## config.mk

```make
export PLATFORM = sky130hd
export DESIGN_NAME = echo_group_main_control
export DESIGN_NICKNAME = d
export VERILOG_FILES = /design/src/echo_group_pkg.sv /design/src/group_if.sv /design/src/group_ctl.sv /design/src/echo_group_main_control.sv
export VERILOG_INCLUDE_DIRS = /design/src
export SDC_FILE = /design/constraint.sdc
export NUM_CORES = 1
export LEC_CHECK = 0
export BUFFER_PORTS_ARGS = -buffer_cell sky130_fd_sc_hd__buf_4
export CORE_MARGIN = 3
export CORE_UTILIZATION = 51
export DETAILED_ROUTE_END_ITERATION = 8
export HOLD_SLACK_MARGIN = 0.03
export PLACE_DENSITY_LB_ADDON = 0.12
export REMOVE_ABC_BUFFERS = 1
export SYNTH_ARGS = -nofsm -noshare
export SYNTH_HDL_FRONTEND = slang
export SYNTH_SLANG_ARGS = --single-unit
export TNS_END_PERCENT = 1
```

## constraint.sdc

```tcl
create_clock -name clk -period 1.76 [get_ports clk]
set_input_delay 0.088 -clock clk [delete_from_list [all_inputs] [get_ports clk]]
set_output_delay 0.088 -clock clk [all_outputs]
set_load 0.02 [all_outputs]
```

## src/echo_group_map.svh

```systemverilog
`ifndef ECHO_GROUP_MAP_SVH
`define ECHO_GROUP_MAP_SVH

// ----------------------------------------------------------------
// Register offsets
// ----------------------------------------------------------------
`define GROUP1_MAIN_CONTROL_OFS 11'h401
`define GROUP2_MAIN_CONTROL_OFS 11'h402
`define GROUP3_MAIN_CONTROL_OFS 11'h403
`define IRQ_STATUS_OFS 11'h404
`define IRQ_MASK_OFS 11'h405

// ----------------------------------------------------------------
// Main control fields
// ----------------------------------------------------------------
`define MC_POWER_UP_BIT 0
`define MC_LAW_BIT 1
`define MC_FORMAT_BIT 2
`define MC_MASK_TONE_A_BIT 3
`define MC_MASK_TONE_B_BIT 4
`define MC_MASK_ALL_BIT 5
`define MC_WRITABLE 8'h3f
`define MC_RESET 8'h00

// ----------------------------------------------------------------
// Interrupt status layout: bits 2:0 tone event per group, 5:3 init done
// ----------------------------------------------------------------
`define IRQ_TONE_LSB 0
`define IRQ_INIT_LSB 3
`define IRQ_RESET 8'h00

// ----------------------------------------------------------------
// Initialization timing
// ----------------------------------------------------------------
`define INIT_FRAMES 2'h2
`define CHAN_REG_LAST 6'h3f

`endif

```

## src/echo_group_pkg.sv

```systemverilog
package echo_group_pkg;

    typedef enum logic [1:0]
    {
        GRP_IDLE = 2'h0,
        GRP_PRESET = 2'h1,
        GRP_WAIT = 2'h3
    } grp_state_t;

    typedef logic [7:0] pcm_t;

endpackage : echo_group_pkg

```

## src/group_if.sv

```systemverilog
`timescale 1ns/1ps

interface group_if;
    logic power_up;
    logic frame_tick;
    echo_group_pkg::pcm_t rin;
    echo_group_pkg::pcm_t sin;
    echo_group_pkg::pcm_t ec_rout;
    echo_group_pkg::pcm_t ec_sout;
    echo_group_pkg::pcm_t rout;
    echo_group_pkg::pcm_t sout;
    logic ec_active;
    logic preset_we;
    logic [5:0] preset_addr;
    logic coef_clear;
    logic init_busy;
    logic init_done;

    modport ctl
    (
        input power_up, frame_tick, rin, sin, ec_rout, ec_sout,
        output rout, sout, ec_active, preset_we, preset_addr, coef_clear, init_busy, init_done
    );
    modport top
    (
        output power_up, frame_tick, rin, sin, ec_rout, ec_sout,
        input rout, sout, ec_active, preset_we, preset_addr, coef_clear, init_busy, init_done
    );
endinterface : group_if

```

## src/group_ctl.sv

```systemverilog
`timescale 1ns/1ps
`include "echo_group_map.svh"

module group_ctl #(
    parameter int BYPASS_FRAMES = 1
)
(
    input wire logic clk,
    input wire logic sys_rst,
    group_if.ctl g
);

    typedef struct packed {
        echo_group_pkg::grp_state_t state;
        logic pwr_d;
        logic [1:0] frames;
        logic [5:0] addr;
        logic done;
        logic [BYPASS_FRAMES-1:0][7:0] rin_dl;
        logic [BYPASS_FRAMES-1:0][7:0] sin_dl;
    } st_t;

    st_t r_r;
    st_t r_nxt;

    // ----------------------------------------------------------------
    // Power-up edge, preset walk and frame-counted init
    // ----------------------------------------------------------------
    always_comb
    begin
        r_nxt = r_r;
        r_nxt.pwr_d = g.power_up;
        r_nxt.done = 1'b0;
        if (g.frame_tick)
        begin
            // Bypass delay line advances once per frame.
            r_nxt.rin_dl = r_r.rin_dl >> 8; // [RULE3]
            r_nxt.sin_dl = r_r.sin_dl >> 8; // [RULE3]
            r_nxt.rin_dl[BYPASS_FRAMES-1] = g.rin;
            r_nxt.sin_dl[BYPASS_FRAMES-1] = g.sin;
        end
        unique case (r_r.state)
            echo_group_pkg::GRP_IDLE:
            begin
                if (g.power_up && !r_r.pwr_d) // [RULE4]
                begin
                    r_nxt.state = echo_group_pkg::GRP_PRESET;
                    r_nxt.addr = 6'h00;
                    r_nxt.frames = 2'h0;
                end
            end
            echo_group_pkg::GRP_PRESET:
            begin
                r_nxt.addr = r_r.addr + 6'h01; // [RULE5]
                if (r_r.addr == `CHAN_REG_LAST)
                begin
                    r_nxt.state = echo_group_pkg::GRP_WAIT;
                end
            end
            echo_group_pkg::GRP_WAIT:
            begin
                if (!g.power_up)
                begin
                    r_nxt.state = echo_group_pkg::GRP_IDLE;
                end
                else if (g.frame_tick)
                begin
                    r_nxt.frames = r_r.frames + 2'h1; // [RULE6]
                    if (r_r.frames + 2'h1 == `INIT_FRAMES)
                    begin
                        r_nxt.state = echo_group_pkg::GRP_IDLE;
                        r_nxt.done = 1'b1;
                    end
                end
            end
            default:
            begin
                r_nxt.state = echo_group_pkg::GRP_IDLE;
            end
        endcase
        if (g.frame_tick && r_r.state == echo_group_pkg::GRP_PRESET)
        begin
            r_nxt.frames = r_r.frames + 2'h1;
        end
    end

    always_ff @(posedge clk)
    begin
        if (sys_rst)
        begin
            r_r <= '0;
        end
        else
        begin
            r_r <= r_nxt;
        end
    end

    // ----------------------------------------------------------------
    // Outputs
    // ----------------------------------------------------------------
    assign g.preset_we = (r_r.state == echo_group_pkg::GRP_PRESET); // [RULE5]
    assign g.preset_addr = r_r.addr;
    assign g.init_busy = (r_r.state != echo_group_pkg::GRP_IDLE); // [RULE6]
    assign g.coef_clear = g.init_busy; // [RULE7]
    assign g.init_done = r_r.done;
    assign g.ec_active = g.power_up; // [RULE2]
    assign g.rout = g.power_up ? g.ec_rout : r_r.rin_dl[0]; // [RULE3]
    assign g.sout = g.power_up ? g.ec_sout : r_r.sin_dl[0]; // [RULE3]

endmodule : group_ctl

```

## src/echo_group_main_control.sv

```systemverilog
// Our own choice: the address-and-strobe port.
`timescale 1ns/1ps
`include "echo_group_map.svh"

// Overview of operation
// RULE1: Group mask-all bit suppresses both tone interrupts; detectors keep running.
// RULE2: Power-up bit clear powers down both cancellers and detectors; set makes them active.
// RULE3: Powered-down group bypasses Rin to Rout and Sin to Sout, whole-frame delay.
// RULE4: Power-up bit rising starts the group initialization routine.
// RULE5: Initialization presets per-channel registers 00 through 3F to defaults.
// RULE6: Initialization lasts two frames; host writes channel registers afterwards.
// RULE7: Initialization clears all adaptive filter coefficients of both cancellers.
// RULE8: Format bit selects companded or sign-magnitude; law bit selects A or mu law.
module echo_group_main_control #(
    parameter int GROUPS = 3,
    parameter int BYPASS_FRAMES = 1
)
(
    input wire logic clk,
    input wire logic sys_rst,
    input wire logic [10:0] reg_addr,
    input wire logic [7:0] reg_wdata,
    input wire logic reg_wr,
    input wire logic reg_rd,
    output logic [7:0] reg_rdata,
    input wire logic frame_sync,
    input wire logic [GROUPS-1:0] tone_a_det,
    input wire logic [GROUPS-1:0] tone_b_det,
    input wire logic [GROUPS-1:0][7:0] rin,
    input wire logic [GROUPS-1:0][7:0] sin,
    input wire logic [GROUPS-1:0][7:0] ec_rout,
    input wire logic [GROUPS-1:0][7:0] ec_sout,
    output logic [GROUPS-1:0][7:0] rout,
    output logic [GROUPS-1:0][7:0] sout,
    output logic [GROUPS-1:0] ec_power_up,
    output logic [GROUPS-1:0] ec_law,
    output logic [GROUPS-1:0] ec_format,
    output logic [GROUPS-1:0] tone_a_irq,
    output logic [GROUPS-1:0] tone_b_irq,
    output logic [GROUPS-1:0] preset_we,
    output logic [GROUPS-1:0][5:0] preset_addr,
    output logic [GROUPS-1:0] coef_clear,
    output logic [GROUPS-1:0] init_busy,
    output logic irq
);

    typedef struct packed {
        logic [GROUPS-1:0][7:0] ctrl;
        logic [7:0] status;
        logic [7:0] mask;
        logic [7:0] rdata;
        logic [2:0] sync;
        logic frame_d;
    } st_t;

    st_t r_r;
    st_t r_nxt;
    logic [GROUPS-1:0] init_done;
    logic [GROUPS-1:0] tone_evt;
    logic frame_tick;

    function automatic int ctrl_index(input logic [10:0] a);
        ctrl_index = int'(a) - int'(`GROUP1_MAIN_CONTROL_OFS);
    endfunction : ctrl_index

    function automatic logic is_ctrl(input logic [10:0] a);
        is_ctrl = (a >= `GROUP1_MAIN_CONTROL_OFS) && (ctrl_index(a) < GROUPS);
    endfunction : is_ctrl

    // ----------------------------------------------------------------
    // Frame pulse synchroniser: a rise counts when stages two and three agree
    // ----------------------------------------------------------------
    assign frame_tick = (r_r.sync[1] == r_r.sync[2]) && r_r.sync[2] && !r_r.frame_d;

    // ----------------------------------------------------------------
    // Tone interrupt gating
    // ----------------------------------------------------------------
    always_comb
    begin
        for (int i = 0; i < GROUPS; i++)
        begin
            ec_power_up[i] = r_r.ctrl[i][`MC_POWER_UP_BIT]; // [RULE2]
            ec_law[i] = r_r.ctrl[i][`MC_LAW_BIT]; // [RULE8]
            ec_format[i] = r_r.ctrl[i][`MC_FORMAT_BIT]; // [RULE8]
            tone_a_irq[i] = tone_a_det[i] && r_r.ctrl[i][`MC_POWER_UP_BIT] && !r_r.ctrl[i][`MC_MASK_ALL_BIT]
                && !r_r.ctrl[i][`MC_MASK_TONE_A_BIT]; // [RULE1]
            tone_b_irq[i] = tone_b_det[i] && r_r.ctrl[i][`MC_POWER_UP_BIT] && !r_r.ctrl[i][`MC_MASK_ALL_BIT]
                && !r_r.ctrl[i][`MC_MASK_TONE_B_BIT]; // [RULE1]
            tone_evt[i] = tone_a_irq[i] || tone_b_irq[i];
        end
    end

    // ----------------------------------------------------------------
    // Register file and interrupt status
    // ----------------------------------------------------------------
    always_comb
    begin
        logic [7:0] set_bits;
        set_bits = 8'h00;
        r_nxt = r_r;
        r_nxt.sync = {r_r.sync[1:0], frame_sync};
        if (r_r.sync[1] == r_r.sync[2])
        begin
            r_nxt.frame_d = r_r.sync[2];
        end
        for (int i = 0; i < GROUPS; i++)
        begin
            set_bits[`IRQ_TONE_LSB + i] = tone_evt[i];
            set_bits[`IRQ_INIT_LSB + i] = init_done[i];
        end
        if (reg_wr && is_ctrl(reg_addr))
        begin
            r_nxt.ctrl[ctrl_index(reg_addr)] = reg_wdata & `MC_WRITABLE;
        end
        if (reg_wr && reg_addr == `IRQ_MASK_OFS)
        begin
            r_nxt.mask = reg_wdata;
        end
        if (reg_wr && reg_addr == `IRQ_STATUS_OFS)
        begin
            r_nxt.status = r_r.status & ~reg_wdata;
        end
        r_nxt.status = r_nxt.status | set_bits;
        r_nxt.rdata = 8'h00;
        if (reg_rd)
        begin
            if (is_ctrl(reg_addr))
            begin
                r_nxt.rdata = r_r.ctrl[ctrl_index(reg_addr)];
            end
            else if (reg_addr == `IRQ_STATUS_OFS)
            begin
                r_nxt.rdata = r_r.status;
            end
            else if (reg_addr == `IRQ_MASK_OFS)
            begin
                r_nxt.rdata = r_r.mask;
            end
        end
    end

    always_ff @(posedge clk)
    begin
        if (sys_rst)
        begin
            r_r <= '0;
        end
        else
        begin
            r_r <= r_nxt;
        end
    end

    assign reg_rdata = r_r.rdata;
    assign irq = |(r_r.status & r_r.mask);

    // ----------------------------------------------------------------
    // Per-group control
    // ----------------------------------------------------------------
    for (genvar i = 0; i < GROUPS; i++)
    begin : grp
        group_if gi();
        assign gi.power_up = ec_power_up[i];
        assign gi.frame_tick = frame_tick;
        assign gi.rin = rin[i];
        assign gi.sin = sin[i];
        assign gi.ec_rout = ec_rout[i];
        assign gi.ec_sout = ec_sout[i];
        assign rout[i] = gi.rout;
        assign sout[i] = gi.sout;
        assign preset_we[i] = gi.preset_we;
        assign preset_addr[i] = gi.preset_addr;
        assign coef_clear[i] = gi.coef_clear;
        assign init_busy[i] = gi.init_busy;
        assign init_done[i] = gi.init_done;
        group_ctl #(
            .BYPASS_FRAMES(BYPASS_FRAMES)
        ) u_ctl (
            .clk(clk),
            .sys_rst(sys_rst),
            .g(gi.ctl)
        );
    end

endmodule : echo_group_main_control

```

==> reports/results.ini <==
[pwr]
p_leak_nw = 4.166
peakVddDrop_uv = 647.5
power_density_nw_per_um2 = 782.6
p_total_mw = 7.359

[synth]
synth_flop_cell = dfxtp_1
yosysMostFrequentCell = nand2_1
async_flop_share_pct = 0
yosysWarnings = 0
synth_seq_cells = 130
yosysSeqAreaShare_pct = 39.76
yosysUniqueCellTypes = 48
synth_area_per_cell_sq_um = 8.480
netlist_area_sq_um = 6546
synthTopCellsByCount = nand2_1, dfxtp_1, a21oi_1
yosys.area.top_type_share_pct = 39.76
syn_inst = 772
synth_enable_flop_cells = 0
synth_area_leader_cell = dfxtp_1
synth_area_leaders = dfxtp_1, mux2_2, nand2_1

[sta]
final.setup.worst_slack_ps = 85.43
slew_violations = 0
fin_crit_ps = 1675
finalSetupViolCount = 0
tns_ps = 0
layout_worst_path_cycle_share_pct = 95.15
skew_ps = 7.726
max_slew_margin_pct = 65.35
max_slew.worst_pin.slew_ps = 519.8
finalHoldViolCount = 0
fmax_mhz = 597.2
rsz0062_at_grt = true
hold_ws_ps = 78.32

[worst_hold_path]
min_path_type = in -> reg

[global_route]
grt_overflow = 0
grt_usage_pct = 26.71
grt_pass1_vias = 6523
antenna_found_initial = 2
grt_max_degree = 117
grt_pass1_wl_um = 30990

[drt]
routed_via_density = 5.316
route.detailed.drc = 0
firstDrtPassIters = 5
drt_iter0_drc = 399
vias = 6369
ant_nets = 0
wl_um = 19190
wire_per_inst_um = 16.01

[placement]
place_ws_ps = 56.85
hpwl_um = 13310
portBuffers = 224
globalplace.congestion = 0.8959

[run_status]
status = finished, final reports clean

[job]
cap_viol_max_count = 0

[worst_setup_path]
criticalPathCategory = reg -> reg
worstPathRequired_ps = 2070
crit_chain = ha_1 > nor2b_4 > a21oi_1 > a221o_1 > a211oi_1
cp_slowest_stage_delay_ps = 330
worstSetupStartpointType = register
end_kind = register
critPathMaxFanout = 12
cp.arrival_ps = 1990
crit_slowest_cell = dfxtp_1

[floorplanning]
core_sq_um = 12260
initial_core_util_pct = 53.39
die-area_sq_um = 14230
fp-row-count = 40
die_h_um = 119.3
io_pins = 225
dieWidth_um = 119.3

[clock_network]
cts_tree = yes
clk_latency_ps = 410
cts_made_buffers = 17
cts-root-buf = clkbuf_16
cts_sinks = 130
cts-htree-levels = 4
post_cts_buffers = 0
path_clk_slew_ps = 50
clock_path_buffers = 2

[final_layout]
drive_above_1_share_pct = 34.53
layout.nets = 1165
final_util_pct = 76.68
fillers = 843
area.sequential_sq_um = 2606
areaGrowthSynthToFinish_pct = 43.64
multi_input_area_sq_um = 3457

## flip-flops by register name (all words and copies together) (netlist names)
register / count
ec_format: 3
reg_rdata: 8
r_nxt: 2
ec_law: 3
r_r: 27
ec_power_up: 3
grp.u_ctl.r_r: 63
grp.u_ctl.g.init_done: 3
grp.u_ctl.g.preset_addr: 18
## through the flow
step | instance area (sq um) | instances
final | 9403 | 1198
after global routing | 9403 | 1198
after CTS | 9351 | 1196
after detailed placement | 8169 | 1107
after global placement | 8169 | 1107
after floorplan | 6055 | 690
## cell families (layout without fill, tap and decap cells)
family | after synthesis | in the layout | share of synthesized area [%]
xor+xnor | 12 | 12 | 1.606
fa+ha+maj | 24 | 24 | 4.587
simple gates | 304 | 304 | 21.79
mux | 77 | 77 | 12.69
compound gates | 129 | 129 | 11.26
flops | 130 | 130 | 39.76
other cells | 0 | 2 | 0
buf+inv | 96 | 352 | 8.314
## cell type report
| cell class | count | share of cell area [%] |
|---|---|---|
| antenna | 2 | 0.05323 |
| clock buffer | 22 | 5.256 |
| clock inverter | 10 | 1.118 |
| inverter | 14 | 0.5589 |
| multi-input combinational | 546 | 36.77 |
| sequential | 130 | 27.72 |
| tap | 168 | 2.236 |
| timing repair buffer | 306 | 26.29 |
## path summary, 6_finish.rpt
kind / from / end / slack, ps / depth (start not counted)
worst max register to register: r_r[3] / grp[2].u_ctl.r_r[26] / 90 / 5
worst min register to register: grp[0].u_ctl.g.init_done / r_r[23] / 450 / 2
worst min-delay path: reg_wr / r_r[23] / 80 / 4
worst max-delay path: r_r[3] / grp[2].u_ctl.r_r[26] / 90 / 5
## cell usage in the layout (no fill, tap or decap), drive strengths merged, types with 7 or more instances in the layout
cell         Yosys  routed
dfxtp          130     130
a22oi            7       7
a21oi           89      89
nand2          141     141
nor2            73      73
nor2b           14      14
ha              24      24
nand3           11      11
inv             14      14
nand4           10      10
mux2i           29      29
dlygate4sd3      0      57
clkbuf          23      22
xor2             9       9
nor3            14      14
buf             59     249
mux2            48      48
## what timing repair did
| item | in CTS | in global routing |
|---|---|---|
| endpoints found under the setup margin | 30 | 41 |
| resized for setup | 4 | 11 |
| endpoints found under the hold margin | 80 | 0 |
| hold buffers | 57 | 0 |
## power breakdown
part | switching (mW) | leakage, nW | internal [mW]
logic | 0.419 | 2.82 | 0.460
registers | 0.0170 | 1.05 | 2.97
clock network | 1.24 | 0.297 | 2.25
total | 1.68 | 4.17 | 5.68
## worst max-delay path, delay by kind of cell, from the launching register on
kind,cells,cell delay (ps)
compound gates,3,730
fa+ha+maj,1,190
flops,1,330
simple gates,1,320
## routing by layer
metal | vias to the layer above | share of wire [%] | GRT usage, % | wire length, um
li1 | 3093 | - | - | -
met1 | 2999 | 39 | 29.77 | 7507
met2 | 236 | 52 | 47.90 | 10020
met3 | 41 | 6.3 | 6.980 | 1200
met4 | 0 | 2.4 | 11.38 | 459
met5 | - | 0 | 0 | 0
(Power assumes the default switching activity.)
